--- src/timer_params.svh ---
// constants for the timer channel block: map, fields, reset values, counts
`ifndef TIMER_PARAMS_SVH
`define TIMER_PARAMS_SVH

`define NUM_CH 2
// byte addresses of the registers, one aligned word each
`define ADDR_TSC 12'h000
`define ADDR_CNT_HI 12'h004
`define ADDR_CNT_LO 12'h008
`define ADDR_MOD_HI 12'h00c
`define ADDR_MOD_LO 12'h010
`define ADDR_CH_BASE 12'h020
`define CH_STRIDE 12'h010
`define CH_CSC_OFS 12'h000
`define CH_VH_OFS 12'h004
`define CH_VL_OFS 12'h008
// timer status/control fields
`define WRAP_FLAG_BIT 7
`define WRAP_IE_BIT 6
`define CENTER_BIT 5
`define CLKSEL_HI_BIT 4
`define CLKSEL_LO_BIT 3
// channel status/control fields
`define CH_FLAG_BIT 7
`define CH_IE_BIT 6
`define MODE_HI_BIT 5
`define MODE_LO_BIT 4
`define EDGE_HI_BIT 3
`define EDGE_LO_BIT 2
// counter clock source codes
`define CLK_OFF 2'b00
`define CLK_BUS 2'b01
`define CLK_FIXED 2'b10
`define CLK_EXT 2'b11
// reset values and count points
`define CLKSEL_RESET 2'b00
`define MOD_RESET 16'h0000
`define VALUE_RESET 16'h0000
`define FREE_RUN_TERM 16'hffff
`define FREE_RUN_LOAD 16'hfffe
`define COUNT_ZERO 16'h0000
`define COUNT_ONE 16'h0001

`endif

--- src/timer_pkg.sv ---
// types shared by the timer channel block
`include "timer_params.svh"
package timer_pkg;

  typedef enum logic [1:0] {mode_capture, mode_compare, mode_edge_pwm, mode_center_pwm} chan_mode_type;

  typedef struct packed {
    logic flag;
    logic flag_armed;
    logic irq_en;
    logic mode_hi;
    logic mode_lo;
    logic edge_hi;
    logic edge_lo;
    logic [15:0] value;
    logic [15:0] wr_buf;
    logic wr_hi_done;
    logic wr_lo_done;
    logic [7:0] rd_buf;
    logic rd_latched;
    logic rd_buf_is_hi;
    logic pin_prev;
    logic pin_level;
    logic pin_drive;
    logic irq;
  } chan_state_type;

  typedef struct packed {
    logic wrap_flag;
    logic wrap_armed;
    logic wrap_irq_en;
    logic center;
    logic [1:0] clk_sel;
    logic [15:0] counter;
    logic [15:0] modulus;
    logic count_down;
    logic ext_prev;
    logic wrap_irq;
    logic pready;
    logic pslverr;
    logic [31:0] prdata;
    chan_state_type [`NUM_CH-1:0] ch;
  } timer_state_type;

endpackage : timer_pkg

--- src/timer_channels.sv ---
// timer counter with capture, compare and pwm channels behind an apb slave
// What this block does
// [RQ1] with center select clear, two mode bits pick capture, compare or edge pwm
// [RQ2] capture copies counter to channel value on chosen edge; value bytes read-only
// [RQ3] reading one value byte buffers the other; status/control write resets this
// [RQ4] each capture sets the channel flag; enabled flag raises the interrupt
// [RQ5] capture keeps working in debug halt, storing the frozen counter
// [RQ6] compare match sets, clears or toggles the pin per edge/level bits
// [RQ7] compare value writes buffered; load at next counter step after both bytes
// [RQ8] every compare match sets the channel flag, optional interrupt
// [RQ9] edge pwm counts up beside other modes; period modulus plus one
// [RQ10] edge pwm: wrap drives active level, match drives it back; polarity inverts
// [RQ11] edge pwm value zero gives 0%, value above modulus gives 100%
// [RQ12] pwm buffer loads on second write if clock off, else at modulus-1 step
// [RQ13] center pwm counts up to modulus then down to zero
// [RQ14] software keeps modulus 0x0001 to 0x7fff in center mode, never zero
// [RQ15] center pwm value zero or bit 15 set gives 0%, above modulus 100%
// [RQ16] center pwm: up match clears, down match sets; polarity reverses
// [RQ17] software puts every active channel in center pwm when center select set
// [RQ18] in center mode wrap flag sets leaving the count equal to modulus
// [RQ19] reset clears timer control, stops clock, all channels capture, pins free
// [RQ20] wrap flag sets on each terminal count, at the step to the next value
// [RQ21] compare/pwm flag sets on each match; local enables; irqs active high
// [RQ22] flag clears by read seeing it set then writing zero; new event wins
// [RQ23] outside center mode count up from zero to terminal, then wrap to zero
`timescale 1ns/1ps
`include "timer_params.svh"
module timer_channels
  import timer_pkg::*;
(
  input wire logic pclk, // bus clock, 100 MHz
  input wire logic presetn, // async reset, active low
  input wire logic psel, // apb select
  input wire logic penable, // apb access phase
  input wire logic pwrite, // apb direction, high writes
  input wire logic [11:0] paddr, // apb byte address
  input wire logic [31:0] pwdata, // apb write data, low byte used
  output logic [31:0] prdata, // apb read data
  output logic pready, // apb ready
  output logic pslverr, // apb error on unmapped address
  input wire logic background_debug_halt, // cpu halted in debug
  input wire logic fixed_clock_tick, // one-cycle tick of fixed clock source
  input wire logic external_clock, // external counter clock level
  input wire logic [`NUM_CH-1:0] channel_pin_in, // channel pin levels
  output logic [`NUM_CH-1:0] channel_pin_out, // channel pin drive levels
  output logic [`NUM_CH-1:0] channel_pin_oe_n, // low while driving the pin
  output logic counter_wrap_irq, // counter wrap interrupt, active high
  output logic [`NUM_CH-1:0] channel_event_irq // channel interrupts, active high
);

  timer_state_type s;
  timer_state_type next_s;

  // helper terms, also watched by the checks
  logic tick;
  logic wrap_now;
  logic step_up;
  logic load_point;
  logic [15:0] next_count;
  logic [15:0] terminal;
  logic setup;
  logic access;
  logic wr;
  logic [7:0] wbyte;
  logic [7:0] rbyte;
  logic hit;
  logic [`NUM_CH-1:0] cap_ev;
  logic [`NUM_CH-1:0] match_ev;
  logic [`NUM_CH-1:0] flag_clr_wr;
  chan_mode_type mode [`NUM_CH];

  // address of one register of channel i
  function automatic logic [11:0] ch_addr(input int i, input logic [11:0] ofs);
    ch_addr = `ADDR_CH_BASE + `CH_STRIDE * i[11:0] + ofs;
  endfunction : ch_addr

  // next state of the whole block
  always_comb begin
    next_s = s;
    setup = psel & ~penable;
    access = psel & penable & s.pready;
    wr = access & pwrite;
    wbyte = pwdata[7:0];
    rbyte = 8'h00;
    hit = 1'b0;
    cap_ev = '0;
    match_ev = '0;
    flag_clr_wr = '0;
    next_s.ext_prev = external_clock;
    // counter step source, frozen while halted
    unique case (s.clk_sel)
      `CLK_OFF: tick = 1'b0;
      `CLK_BUS: tick = 1'b1;
      `CLK_FIXED: tick = fixed_clock_tick;
      `CLK_EXT: tick = external_clock & ~s.ext_prev;
    endcase
    tick = tick & ~background_debug_halt;
    terminal = (s.modulus == `COUNT_ZERO) ? `FREE_RUN_TERM : s.modulus;
    load_point = tick && (s.counter == ((s.modulus == `COUNT_ZERO) ? `FREE_RUN_LOAD
                                        : s.modulus - `COUNT_ONE)); // [RQ12]
    // counter step: up/down in center mode, else up to terminal and wrap
    wrap_now = 1'b0;
    if (s.center) begin
      if (!s.count_down) begin
        if (s.counter == s.modulus) begin
          next_count = s.counter - `COUNT_ONE; // [RQ13]
          wrap_now = 1'b1; // [RQ18]
        end else begin
          next_count = s.counter + `COUNT_ONE;
        end
      end else if (s.counter == `COUNT_ZERO) begin
        next_count = s.counter + `COUNT_ONE; // [RQ13]
      end else begin
        next_count = s.counter - `COUNT_ONE;
      end
    end else if (s.counter == terminal) begin
      next_count = `COUNT_ZERO; // [RQ23]
      wrap_now = 1'b1; // [RQ20]
    end else begin
      next_count = s.counter + `COUNT_ONE; // [RQ9]
    end
    step_up = next_count > s.counter;
    if (tick) begin
      next_s.counter = next_count;
      next_s.count_down = s.center & ~step_up;
    end
    // read decode of the shared registers
    unique case (paddr)
      `ADDR_TSC: begin
        hit = 1'b1;
        rbyte = {s.wrap_flag, s.wrap_irq_en, s.center, s.clk_sel, 3'b000};
      end
      `ADDR_CNT_HI: begin
        hit = 1'b1;
        rbyte = s.counter[15:8];
      end
      `ADDR_CNT_LO: begin
        hit = 1'b1;
        rbyte = s.counter[7:0];
      end
      `ADDR_MOD_HI: begin
        hit = 1'b1;
        rbyte = s.modulus[15:8];
      end
      `ADDR_MOD_LO: begin
        hit = 1'b1;
        rbyte = s.modulus[7:0];
      end
      default: ;
    endcase
    // wrap flag: read seeing it set arms, write of zero then clears
    if (setup && !pwrite && paddr == `ADDR_TSC && s.wrap_flag) begin
      next_s.wrap_armed = 1'b1; // [RQ22]
    end
    if (wr && paddr == `ADDR_TSC) begin
      next_s.wrap_irq_en = wbyte[`WRAP_IE_BIT];
      next_s.center = wbyte[`CENTER_BIT];
      next_s.clk_sel = wbyte[`CLKSEL_HI_BIT:`CLKSEL_LO_BIT];
      next_s.wrap_armed = 1'b0;
      if (s.wrap_armed && !wbyte[`WRAP_FLAG_BIT]) begin
        next_s.wrap_flag = 1'b0; // [RQ22]
      end
    end
    if (tick && wrap_now) begin
      next_s.wrap_flag = 1'b1; // set wins over clear [RQ20] [RQ22]
      next_s.wrap_armed = 1'b0;
    end
    next_s.wrap_irq = next_s.wrap_flag & next_s.wrap_irq_en;
    // any counter byte write restarts the count
    if (wr && (paddr == `ADDR_CNT_HI || paddr == `ADDR_CNT_LO)) begin
      next_s.counter = `COUNT_ZERO;
      next_s.count_down = 1'b0;
    end
    if (wr && paddr == `ADDR_MOD_HI) begin
      next_s.modulus[15:8] = wbyte;
    end
    if (wr && paddr == `ADDR_MOD_LO) begin
      next_s.modulus[7:0] = wbyte;
    end
    // per-channel logic
    for (int i = 0; i < `NUM_CH; i++) begin
      // mode from center select and the two mode bits [RQ1]
      if (s.center) begin
        mode[i] = mode_center_pwm;
      end else if (s.ch[i].mode_hi) begin
        mode[i] = mode_edge_pwm;
      end else if (s.ch[i].mode_lo) begin
        mode[i] = mode_compare;
      end else begin
        mode[i] = mode_capture;
      end
      next_s.ch[i].pin_prev = channel_pin_in[i];
      // selected active edge: rising, falling or either
      cap_ev[i] = (mode[i] == mode_capture) &&
                  ((s.ch[i].edge_lo & channel_pin_in[i] & ~s.ch[i].pin_prev) |
                   (s.ch[i].edge_hi & ~channel_pin_in[i] & s.ch[i].pin_prev)); // [RQ2] [RQ5]
      match_ev[i] = (mode[i] != mode_capture) && tick && next_count == s.ch[i].value; // [RQ21]
      // buffered value load point depends on clock and mode
      if (s.ch[i].wr_hi_done && s.ch[i].wr_lo_done && !background_debug_halt &&
          (s.clk_sel == `CLK_OFF ||
           (mode[i] == mode_compare && tick) ||
           (mode[i] != mode_compare && mode[i] != mode_capture && load_point))) begin
        next_s.ch[i].value = s.ch[i].wr_buf; // [RQ7] [RQ12]
        next_s.ch[i].wr_hi_done = 1'b0;
        next_s.ch[i].wr_lo_done = 1'b0;
      end
      // register reads
      if (paddr == ch_addr(i, `CH_CSC_OFS)) begin
        hit = 1'b1;
        rbyte = {s.ch[i].flag, s.ch[i].irq_en, s.ch[i].mode_hi, s.ch[i].mode_lo,
                 s.ch[i].edge_hi, s.ch[i].edge_lo, 2'b00};
        if (setup && !pwrite && s.ch[i].flag) begin
          next_s.ch[i].flag_armed = 1'b1; // [RQ22]
        end
      end
      if (paddr == ch_addr(i, `CH_VH_OFS)) begin
        hit = 1'b1;
        if (!background_debug_halt && s.ch[i].rd_latched && s.ch[i].rd_buf_is_hi) begin
          rbyte = s.ch[i].rd_buf;
          if (setup && !pwrite) next_s.ch[i].rd_latched = 1'b0; // [RQ3]
        end else begin
          rbyte = s.ch[i].value[15:8];
          if (setup && !pwrite && !background_debug_halt) begin
            next_s.ch[i].rd_buf = s.ch[i].value[7:0]; // [RQ3]
            next_s.ch[i].rd_latched = 1'b1;
            next_s.ch[i].rd_buf_is_hi = 1'b0;
          end
        end
      end
      if (paddr == ch_addr(i, `CH_VL_OFS)) begin
        hit = 1'b1;
        if (!background_debug_halt && s.ch[i].rd_latched && !s.ch[i].rd_buf_is_hi) begin
          rbyte = s.ch[i].rd_buf;
          if (setup && !pwrite) next_s.ch[i].rd_latched = 1'b0; // [RQ3]
        end else begin
          rbyte = s.ch[i].value[7:0];
          if (setup && !pwrite && !background_debug_halt) begin
            next_s.ch[i].rd_buf = s.ch[i].value[15:8]; // [RQ3]
            next_s.ch[i].rd_latched = 1'b1;
            next_s.ch[i].rd_buf_is_hi = 1'b1;
          end
        end
      end
      // status/control write: controls, flag clear, sequences restart
      if (wr && paddr == ch_addr(i, `CH_CSC_OFS)) begin
        next_s.ch[i].irq_en = wbyte[`CH_IE_BIT];
        next_s.ch[i].mode_hi = wbyte[`MODE_HI_BIT];
        next_s.ch[i].mode_lo = wbyte[`MODE_LO_BIT];
        next_s.ch[i].edge_hi = wbyte[`EDGE_HI_BIT];
        next_s.ch[i].edge_lo = wbyte[`EDGE_LO_BIT];
        next_s.ch[i].flag_armed = 1'b0;
        next_s.ch[i].rd_latched = 1'b0; // [RQ3]
        next_s.ch[i].wr_hi_done = 1'b0;
        next_s.ch[i].wr_lo_done = 1'b0;
        flag_clr_wr[i] = s.ch[i].flag_armed && !wbyte[`CH_FLAG_BIT];
        if (flag_clr_wr[i]) next_s.ch[i].flag = 1'b0; // [RQ22]
      end
      // value byte writes: ignored in capture, direct in halt, else buffered
      if (wr && mode[i] != mode_capture &&
          (paddr == ch_addr(i, `CH_VH_OFS) || paddr == ch_addr(i, `CH_VL_OFS))) begin // [RQ2]
        if (background_debug_halt) begin
          if (paddr == ch_addr(i, `CH_VH_OFS)) next_s.ch[i].value[15:8] = wbyte;
          else next_s.ch[i].value[7:0] = wbyte;
        end else if (paddr == ch_addr(i, `CH_VH_OFS)) begin
          next_s.ch[i].wr_buf[15:8] = wbyte; // [RQ7]
          next_s.ch[i].wr_hi_done = 1'b1;
        end else begin
          next_s.ch[i].wr_buf[7:0] = wbyte; // [RQ7]
          next_s.ch[i].wr_lo_done = 1'b1;
        end
      end
      // capture stores the counter, frozen while halted
      if (cap_ev[i]) begin
        next_s.ch[i].value = s.counter; // [RQ2] [RQ5]
      end
      // pin behaviour per mode
      unique case (mode[i])
        mode_capture: ;
        mode_compare: begin
          if (match_ev[i]) begin
            unique case ({s.ch[i].edge_hi, s.ch[i].edge_lo})
              2'b00: ;
              2'b01: next_s.ch[i].pin_level = ~s.ch[i].pin_level; // [RQ6]
              2'b10: next_s.ch[i].pin_level = 1'b0; // [RQ6]
              2'b11: next_s.ch[i].pin_level = 1'b1; // [RQ6]
            endcase
          end
        end
        mode_edge_pwm: begin
          // match wins over a wrap in the same step, so value zero stays inactive [RQ11]
          if (match_ev[i]) next_s.ch[i].pin_level = s.ch[i].edge_lo; // [RQ10]
          else if (tick && wrap_now) next_s.ch[i].pin_level = ~s.ch[i].edge_lo; // [RQ10]
        end
        mode_center_pwm: begin
          if (s.ch[i].value == `COUNT_ZERO || s.ch[i].value[15]) begin
            next_s.ch[i].pin_level = s.ch[i].edge_lo; // [RQ15]
          end else if (s.ch[i].value > s.modulus && s.modulus != `COUNT_ZERO) begin
            next_s.ch[i].pin_level = ~s.ch[i].edge_lo; // [RQ15]
          end else if (match_ev[i]) begin
            next_s.ch[i].pin_level = step_up ? s.ch[i].edge_lo : ~s.ch[i].edge_lo; // [RQ16]
          end
        end
      endcase
      next_s.ch[i].pin_drive = (mode[i] != mode_capture) && (s.ch[i].edge_hi | s.ch[i].edge_lo);
      // events set the flag, winning over a clear in the same cycle
      if (cap_ev[i] || match_ev[i]) begin
        next_s.ch[i].flag = 1'b1; // [RQ4] [RQ8] [RQ21] [RQ22]
        next_s.ch[i].flag_armed = 1'b0;
      end
      next_s.ch[i].irq = next_s.ch[i].flag & next_s.ch[i].irq_en; // [RQ4] [RQ21]
    end
    // apb answer: ready one cycle after setup, error on unmapped address
    next_s.pready = setup;
    next_s.pslverr = setup & ~hit;
    if (setup) next_s.prdata = (!pwrite && hit) ? {24'h000000, rbyte} : 32'h00000000;
  end

  // state register; reset clears all control [RQ19]
  always_ff @(posedge pclk or negedge presetn) begin
    if (!presetn) begin
      s <= '0;
    end else begin
      s <= next_s;
    end
  end

  // outputs straight from the state register
  assign prdata = s.prdata;
  assign pready = s.pready;
  assign pslverr = s.pslverr;
  assign counter_wrap_irq = s.wrap_irq;
  for (genvar g = 0; g < `NUM_CH; g++) begin : g_pins
    assign channel_pin_out[g] = s.ch[g].pin_level;
    assign channel_pin_oe_n[g] = ~s.ch[g].pin_drive;
    assign channel_event_irq[g] = s.ch[g].irq;
  end
endmodule : timer_channels

--- config.mk ---
export PLATFORM = sky130hd
export DESIGN_NAME = timer_channels
export DESIGN_NICKNAME = d
export VERILOG_FILES = /design/src/timer_pkg.sv /design/src/timer_channels.sv
export VERILOG_INCLUDE_DIRS = /design/src
export SDC_FILE = /design/constraint.sdc
export NUM_CORES = 1
export LEC_CHECK = 0
export ABC_AREA = 1
export BUFFER_PORTS_ARGS = -buffer_cell sky130_fd_sc_hd__buf_2
export CORE_MARGIN = 1.5
export CORE_UTILIZATION = 55
export CTS_CLUSTER_SIZE = 8
export DETAILED_ROUTE_END_ITERATION = 7
export PLACE_DENSITY = 0.84
export SLEW_MARGIN = 20
export SYNTH_ARGS = -nofsm -noshare
export SYNTH_HDL_FRONTEND = slang
export SYNTH_SLANG_ARGS = --single-unit
--- constraint.sdc ---
create_clock -name pclk -period 7.95 [get_ports pclk]
set_input_delay 0.795 -clock pclk [delete_from_list [all_inputs] [get_ports pclk]]
set_output_delay 0.795 -clock pclk [all_outputs]
set_load 0.05 [all_outputs]
======== After elaboration in Yosys (flattened, before gate mapping) ========
Index checks and enable logic that the tools add are counted.
operators by class
  add/subtract/negate cells ............... 3
  multiply operators ...................... 0
  divide/modulo/power cells ............... 0
  $lt $le $gt $ge ......................... 3
  eq/ne operators ......................... 40
  shifts and indexed selects .............. 0
  multiplexer cells ....................... 125
  bitwise gates (word level) .............. 40
  reduce and logical (&&, ||, !) cells .... 94
operators by type and width
  cell                                                 number
  2-to-1 mux 16 bit                                    15
  2-to-1 mux 8 bit                                     23
  == test 16 bit                                       5
  2-to-1 mux 10 bit                                    8
  == test 12 x 6 -> 1 bit (second input constant)      6
  2-to-1 mux 34 bit                                    2
  zero test 16 bit                                     4
  2-to-1 mux 1 bit                                     55
  logical AND 1 bit                                    50
  > comparator 16 bit                                  3
  case mux 8 bit (5 select lines)                      1
  2-to-1 mux 18 bit                                    2
  subtractor 16 x 1 -> 16 bit (second input constant)  2
  == test 12 x 4 -> 1 bit (second input constant)      2
  2-to-1 mux 2 bit                                     11
  nonzero test 3 bit                                   7
  == test 2 bit (second input constant)                10
  AND 1 bit                                            19
  inverter 1 bit                                       17
  adder 16 x 1 -> 16 bit (second input constant)       1
  nonzero test 16 bit                                  1
  2-to-1 mux 7 bit                                     2
  == test 12 x 3 -> 1 bit (second input constant)      1
  == test 12 x 5 -> 1 bit (second input constant)      1
  19 further kinds                                     57
storage, ports and cells
  register bits ........................... 185
  bits in latches ......................... 0
  bits in writable memories ............... 0
  memory bits (read-only) ................. 0
  output and inout port bits .............. 41
  logic and storage cells ................. 357
  memories ................................ 0

======== Longest topological paths before layout ========
Gate-level depths: netlist of the first run.
  depth after elaboration ................. 14
  gate-level depth with buffers ........... 30
  gate-level depth less buffers ........... 28

======== Least setup slack after synthesis of the first run ========
Ideal clock, no wire load.
  path type ............................... flip-flop to flip-flop
  from .................................... register s[148] (netlist bit)
  to ...................................... register s (netlist bit channel_pin_out[1])
  arrival ................................. 3.206 ns
  path slack .............................. 4.628 ns
  stages on the path, launching flop included .. 28
  period minus slack after synthesis ...... 3.322 ns
  path through ............................ dfrtp_1 > inv_1 > ha_1 > nand3_4 > nor2_2 > nand3_1 > nand2_1 > nand2_1 > nor2_2 > nand2_4 > buf_2 > nand3_2 > inv_1 > ha_1 > inv_1 > o21bai_1 > a221oi_1 > nor2_1 > o21ai_0 > nand2_1 > nand2_1 > inv_1 > nand2_1 > nand3_1 > o21ai_0 > nand2_1 > nor2_1 > nor2_1
between the ends
  longest elaborated chain between the ends .. 11
ends and longest elaborated chain
  element                            line                   RTL
  start: declaration                 timer_channels.sv:51   timer_state_type s;
  start signal: assignment           timer_channels.sv:323  s <= next_s;
  zero test 16 bit (no source line)  n/a
  2-to-1 mux 16 bit                  timer_channels.sv:98   terminal = (s.modulus == `COUNT_ZERO) ? `FREE_RUN_TERM : s.modulus;
  == test 16 bit                     timer_channels.sv:116  end else if (s.counter == terminal) begin
  2-to-1 mux 16 bit                  timer_channels.sv:116
  2-to-1 mux 16 bit                  timer_channels.sv:103  if (s.center) begin
  > comparator 16 bit                timer_channels.sv:122  step_up = next_count > s.counter;
  2-to-1 mux 1 bit                   timer_channels.sv:300  next_s.ch[i].pin_level = step_up ? s.ch[i].edge_lo : ~s.ch[i].edge_lo;
  2-to-1 mux 1 bit                   timer_channels.sv:299  end else if (match_ev[i]) begin
  2-to-1 mux 1 bit                   timer_channels.sv:297  end else if (s.ch[i].value > s.modulus && s.modulus != `COUNT_ZERO) begin
  2-to-1 mux 1 bit                   timer_channels.sv:295  if (s.ch[i].value == `COUNT_ZERO || s.ch[i].value[15]) begin
  case mux 1 bit (3 select lines)    timer_channels.sv:277  unique case (mode[i])
Several ways; a longest one is shown, not always the timed one. The select of a mux whose other input is x is not followed.
A chain may end at the register's enable or synchronous reset.

======== Worst setup path in the final report of the first run ========
  from .................................... register s[164] (netlist bit)
  to ...................................... register s (netlist bit channel_pin_out[1])
between the ends
  longest elaborated chain between the ends .. 10
ends and longest elaborated chain
  element                                                          line                                          RTL
  adder 16 x 1 -> 16 bit (no source line) (tied with other cells)  n/a
  2-to-1 mux 16 bit (on tied branches)                             timer_channels.sv:105, timer_channels.sv:111
  2-to-1 mux 16 bit                                                timer_channels.sv:104                         if (!s.count_down) begin
  2-to-1 mux 16 bit                                                timer_channels.sv:103
  > comparator 16 bit                                              timer_channels.sv:122
  2-to-1 mux 1 bit                                                 timer_channels.sv:300
  2-to-1 mux 1 bit                                                 timer_channels.sv:299
  2-to-1 mux 1 bit                                                 timer_channels.sv:297
  2-to-1 mux 1 bit                                                 timer_channels.sv:295
  case mux 1 bit (3 select lines)                                  timer_channels.sv:277
Several ways; a longest one is shown, not always the timed one. The select of a mux whose other input is x is not followed.

==> key figures, run 1 <==
Drt
  • DRC viols: 0
  • Initial DRC count: roughly 1800
  • Wirelength per Cell: around 23 um
  • Routed wire length: around 49000 um
  • Routed via count: approximately 13000
  • First-pass DRT Iterations: 7
  • Vias/cell: 6.230
  • Post-route ant nets: 0

Timing
  • Setup TNS: 0 ns
  • # setup viols final: 0
  • Crit share post-route: 0.6131
  • RSZ-0062 raised after global routing: false
  • Fin crit period: just under 5 ns
  • Slew HR: 0.3192
  • Clk_skew: roughly 0.014 ns
  • Worst slew pin tran: 1.012 ns
  • Fin worst setup slack: between 3 and 4 ns
  • Count of final hold-check violations: 0
  • Fmax: approximately 0.21 GHz
  • Final-report max-slew violation count: 0

Worst setup path
  • Crit path capture type: flop
  • Slowest stage delay, CP: about 0.6 ns
  • Cell family with the largest share of critical-path delay: simple AND/OR/NAND/NOR gates
  • CP bufs+invs: 3
  • Worst-path fanout max: 17
  • Setup CP Type: reg -> reg
  • CP most frequent cell: nand2_1
  • Critical Path Start Type: flop
  • WP data required: slightly above 8 ns
  • Worst EP arrival: 5.21 ns
  • Slowest stage cell, crit path: dfrtp_1

Floorplan
  • Die Y: 153.5 um
  • Starting Density: 0.5658
  • Top Ports: between 90 and 100
  • Row count: 54
  • Die ar.: between 20000 and 25000 sq um
  • Horiz. Die Dim: about 150 um
  • Core area: 22030 sq um

Synthesis
  • Dominant cell type by area after synthesis: dfrtp_1
  • Mux cell area share after synthesis: 0.001606
  • Register area share after synthesis: 0.3233
  • Post-synth EDFFs: 0
  • Compound-Gate Fraction of Synth Area: 0.1450
  • FF+latch count, synth: 161
  • Asr flop ratio synth: 1.000
  • Synth Area per Inst: about 7 sq um
  • Syn. warnings: 0
  • Top FF cell, synth: dfrtp_1
  • Distinct cells, synth: 50
  • Synth area leaders: dfrtp_1 (32%), nand2_1 (16%), nand3_1 (6.3%), inv_1 (5.8%), o21ai_0 (5.7%)
  • Largest family of logic cells by synthesized area: simple AND/OR/NAND/NOR gates
  • Post-synthesis xor/xnor area fraction: 0.02741
  • Post-Syn Area: roughly 12000 sq um
  • Yosys top cell area share: 0.3233
  • Synth Area in Simple Gates: 0.3340
  • Synthesized-area fraction occupied by adder cells: 0.05421
  • Synthesized instance count: approximately 1800

Pwr
  • Combinational share of power: 0.127
  • Maximum vdd drop: between 0.1 and 0.15 mV
  • Power Density: approximately 150 nW/um^2
  • Clock share of power: 0.438
  • Sw frac: 0.3231
  • Psw: ~630 uW
  • Final Total Pwr: roughly 2000 uW
  • P_int: roughly 1300 uW
  • Leakage: 0.006756 uW
  • Flop pwr share: 0.435

GRT
  • GR Util met1: 0.5494
  • Vias in the first global route: between 10000 and 15000
  • Met3 Resource Use GR: 0.1105
  • Met2 global-route usage: 0.6471
  • First-pass GRT wire length: ~73000 um
  • Total track usage: 0.4164
  • Antenna violations before repair: 1
  • Aggregate global routing overflow: 0
  • Layer with the highest usage: met2
  • Largest net degree at the start of global routing: between 90 and 100

Job
  • Max-cap violation count: 0

CTS
  • Num CTS Buffers: 17
  • Clock Sinks: roughly 160
  • Clock transition at path regs: roughly 0.080 ns
  • Hold Buf Count CTS: 0
  • Post_cts resized: 0
  • CTS max path bufs: 2
  • CTS root buf: clkbuf_16
  • Postcts setup bufs: 0
  • TritonCTS clock tree: yes
  • H-tree Lvls: 4
  • Worst skew pair latency: ~0.45 ns

Worst hold path
  • Hold WC Path Type: in -> async

Placement
  • PortBufs: 46
  • Gpl congestion: approximately 1.1
  • Setup slack at placement: approximately 3.3 ns
  • Placed cell areas: between 10000 and 15000 sq um
  • Hpwl dp: about 36000 um

Finish
  • Final #Nets: 1929
  • Share of post-route cells with drive strength above 1: 0.08506
  • N_diodes: 0
  • Final Util: 0.5983
  • Area Growth Syn to Fin: 5.742%
  • Post-route cell area: about 13000 sq um

Run status
  • Outcome: finished clean
## sequential cells by signal, indices dropped and copies added (netlist names)
register,count
channel_event_irq,2
channel_pin_out,2
counter_wrap_irq,1
prdata,8
pready,1
pslverr,1
s,146
## cell usage after synthesis (3+ instances only)
cell	instances
clkinv_1	3
a31oi_1	3
nand2_4	6
clkbuf_1	29
nand3_1	158
o22ai_1	29
o21ai_0	143
dfrtp_1	161
nor2_2	12
nand3_2	11
o21ai_1	8
o31ai_1	6
nand3b_1	4
o2111ai_1	9
nand2_2	7
buf_4	48
nor2_1	139
o221ai_1	3
inv_1	192
nor2_4	4
o211ai_1	30
buf_6	7
xnor2_1	3
buf_2	12
a221oi_1	7
nand2_1	517
nand4_1	47
a211oi_1	9
nor3_1	27
xor2_1	36
nor4_1	9
inv_2	19
ha_1	54
a21oi_1	48
or2_2	3
## power by group through the flow
stage / clock, uW / combinational [uW] / sequential [uW]
floorplan: 0 / 184 / 846
global placement: 0 / 241 / 865
detailed placement: 0 / 243 / 865
CTS: 852 / 244 / 849
global route: 882 / 274 / 850
finish: 856 / 249 / 851
## final timing paths
path                           startpoint                 end  slack, ns  depth (start not counted)
setup / recovery                   s[164]  channel_pin_out[1]       3.08                         25
hold / removal                    presetn              s[159]       0.44                          1
setup reg to reg                   s[164]  channel_pin_out[1]       3.08                         25
hold reg to reg                 prdata[4]           prdata[4]       0.48                          2
max in group asynchronous         presetn               s[34]       6.00                          2
min in group pclk          external_clock              s[145]       0.47                          1
## through the flow
| stage | hold slack (ns) | cells |
|---|---|---|
| after floorplan | 0.4503 | 1846 |
| after global placement | 0.4616 | 2082 |
| after detailed placement | 0.4603 | 2082 |
| after CTS | 0.4648 | 2114 |
| after global routing | 0.4678 | 2114 |
| final | 0.4378 | 2114 |
## placed cells by master, fill, tap and decap left out, types with 9 or more instances in the layout
cell type and instances:
xor2_1 36, ha_1 54, conb_1 24, a21oi_1 48, inv_2 19, buf_2 45
nand4_1 47, nand2_1 517, nor2_2 13, nor3_1 27, nor2_1 138, clkbuf_16 17
dfrtp_1 161, o2111ai_1 9, nand3_1 158, a211oi_1 9, inv_1 192, nand3_2 11
o211ai_1 30, o21ai_0 143, o22ai_1 29
## worst reg2reg max path, cell delays in order (launching register included)
cell and delay, ns:
dfrtp_1 0.61, inv_1 0.39, ha_1 0.23, nand2_1 0.05, nor3_1 0.14, nand3_1 0.11, o21bai_2 0.58, nand2_4 0.27
nand2_1 0.12, nand3_1 0.23, inv_1 0.25, ha_1 0.29, nand2_1 0.08, nor2_1 0.04, a211oi_1 0.20, o21ai_0 0.11
nor3_1 0.17, nand2_1 0.07, nand2_1 0.07, inv_1 0.14, nand2_1 0.10, nand3_1 0.13, o21ai_0 0.19, nand2_1 0.08
nor2_1 0.09, nor2_1 0.04
## kinds of logic (layout without fill, tap and decap cells)
logic type | Yosys count | count (layout)
xor gates and xnor gates | 39 | 39
and+or+nand+nor | 947 | 947
muxes | 2 | 2
adders and majority gates | 54 | 54
DFF | 161 | 161
AOI/OAI and AO/OA | 307 | 307
other | 1 | 24
buffers and inverters | 312 | 300
## final cells by class
type / instances / area, sq um
Sequential cell: 161 / 4029
Timing Repair Buffer: 52 / 281.5
Multi-Input combinational cell: 1373 / 7106
Clock buffer: 18 / 439.2
Inverter: 216 / 815.8
Clock inverter: 14 / 157.7
Tap cell: 280 / 350.3
Fill cell: 2154 / 8847
## per-layer routing
metal  share of wire  routed length [um]  vias up
li1                -                   -     5990
met1            0.37               17920     6076
met2            0.44               21170      915
met3            0.14                6881      188
met4           0.052                2519        2
met5         0.00027                  13        -
Power figures use the tool's default switching activity.
==> run 2: changes to the inputs <==
Clock period 7.95 ns to 4.6 ns, I/O delays scaled along.
==> key figures, run 2 (synthesized netlist as in run 1, its figures left out) <==
Worst setup path
  • Slowest stage delay, CP: between 0.4 and 0.5 ns
  • Worst-path fanout max: 21
  • WP data required: between 4 and 5 ns
  • Reg2Reg Depth: 26
  • CP most frequent cell: nand2_1
  • CP bufs+invs: 4
  • Worst EP arrival: around 4.5 ns
  • Critical Path Start Type: flop
  • Slowest stage cell, crit path: dfrtp_1
  • Crit path capture type: flop
  • Reg2Reg Setup Slack: roughly 0.45 ns
  • Reg-to-Reg Start: s[147]
  • Setup CP Type: reg -> reg
  • R2R Path End: channel_pin_out[1]
  • Cell family with the largest share of critical-path delay: simple AND/OR/NAND/NOR gates
  • Critical path startpoint: s[147]

Floorplan
  • Starting Density: 0.5658
  • Row count: 54
  • Die ar.: roughly 24000 sq um
  • Die Y: 153.5 um
  • Top Ports: between 90 and 100
  • Horiz. Die Dim: approximately 150 um
  • Core area: 22030 sq um

GRT
  • Vias in the first global route: between 10000 and 15000
  • First-pass GRT wire length: around 75000 um
  • Largest net degree at the start of global routing: between 90 and 100
  • Aggregate global routing overflow: 0
  • Antenna violations before repair: 0
  • Total track usage: 0.4261

Pwr
  • Combinational share of power: 0.144
  • Psw: roughly 1100 uW
  • Maximum vdd drop: approximately 0.27 mV
  • Sw frac: 0.3303
  • Power Density: 255.8 nW/um^2
  • Final Total Pwr: around 3500 uW
  • Clock share of power: 0.439
  • Leakage: 0.006992 uW
  • P_int: 2321 uW
  • Flop pwr share: 0.417

Placement
  • Gpl congestion: roughly 1.1
  • Hpwl dp: between 30000 and 40000 um
  • PortBufs: between 40 and 50

Run status
  • Outcome: finished clean

CTS
  • Clock transition at path regs: around 0.090 ns
  • Post_cts resized: 0
  • H-tree Lvls: 4
  • Hold Buf Count CTS: 0
  • CTS max path bufs: 2
  • TritonCTS clock tree: yes
  • CTS root buf: clkbuf_16
  • Postcts setup bufs: 0
  • Worst skew pair latency: 0.45 ns
  • Num CTS Buffers: 17
  • Clock Sinks: 161

Worst hold path
  • Hold WC Path Type: in -> async

Finish
  • Commonest non-fill, non-tap cells in the layout: nand2_1 (517), inv_1 (192), dfrtp_1 (161)
  • Share of post-route cells with drive strength above 1: 0.1069
  • Final #Nets: slightly below 2000
  • Most common cell after layout, fill and taps aside: nand2_1
  • Max reg flops: approximately 150
  • Largest Register: s
  • Area Growth Syn to Fin: 8.724%
  • N_diodes: 0

Timing
  • Crit share post-route: 0.9019
  • # setup viols final: 0
  • Count of final hold-check violations: 0
  • Fin crit period: slightly above 4 ns
  • Slew HR: 0.4026
  • Final-report max-slew violation count: 0
  • RSZ-0062 raised after global routing: false
  • Clk_skew: 0.01664 ns
  • Worst slew pin tran: between 0.8 and 0.9 ns
  • Fmax: approximately 0.24 GHz
  • Setup TNS: 0 ns

Drt
  • DRC viols: 0
  • Wirelength per Cell: roughly 23 um
  • Post-route ant nets: 0
  • First-pass DRT Iterations: 6
  • Initial DRC count: around 1800
  • Routed via count: ~14000
  • Routed wire length: around 50000 um
  • Vias/cell: ~6.3

Job
  • Max-cap violation count: 0
-- run 2: final cells by class --
type                    count  area, sq um
repair buffers             99        634.4
clock inverters            15        198.9
fillers                  2066         8476
multi-input cells        1373         7097
inverters                 216        815.8
well taps                 280        350.3
clock buffers              17        425.4
flip-flops and latches    161         4029
-- run 2: worst max path at each step --
stage	endpoint	slack [ns]	cells after the start
after floorplan	channel_pin_out[1]	1.28	27
after CTS	channel_pin_out[1]	0.61	26
after global placement	channel_pin_out[1]	0.65	26
final	channel_pin_out[1]	0.45	26
after global routing	channel_pin_out[0]	0.21	29
after detailed placement	channel_pin_out[1]	0.65	26
-- run 2: metal layers --
layer	global-route usage	vias to the layer above	wire, um
li1	-	6119	-
met1	0.5684	6219	18890
met2	0.6294	973	21040
met3	0.1125	233	6773
met4	0.2362	0	3332
met5	0	-	0
-- run 2: stage by stage --
stage	utilization	hold WS, ns	worst slack (ns)	cell area [sq um]	std cells
4_1_cts	0.6152	0.1336	0.6121	13550	2161
5_1_grt	0.6152	0.1376	0.2081	13550	2161
3_5_place_dp	0.5869	0.4611	0.6474	12930	2129
3_3_place_gp	0.5869	0.4584	0.6452	12930	2129
2_1_floorplan	-	0.1644	1.278	12550	1846
6_report	0.6152	0.08333	0.4513	13550	2161
-- run 2: power by group through the flow --
stage | combinational, uW | sequential [uW] | clock, uW
6_report | 500 | 1450 | 1520
5_1_grt | 535 | 1450 | 1560
3_5_place_dp | 483 | 1470 | 0
4_1_cts | 485 | 1440 | 1520
2_1_floorplan | 317 | 1460 | 0
3_3_place_gp | 477 | 1470 | 0
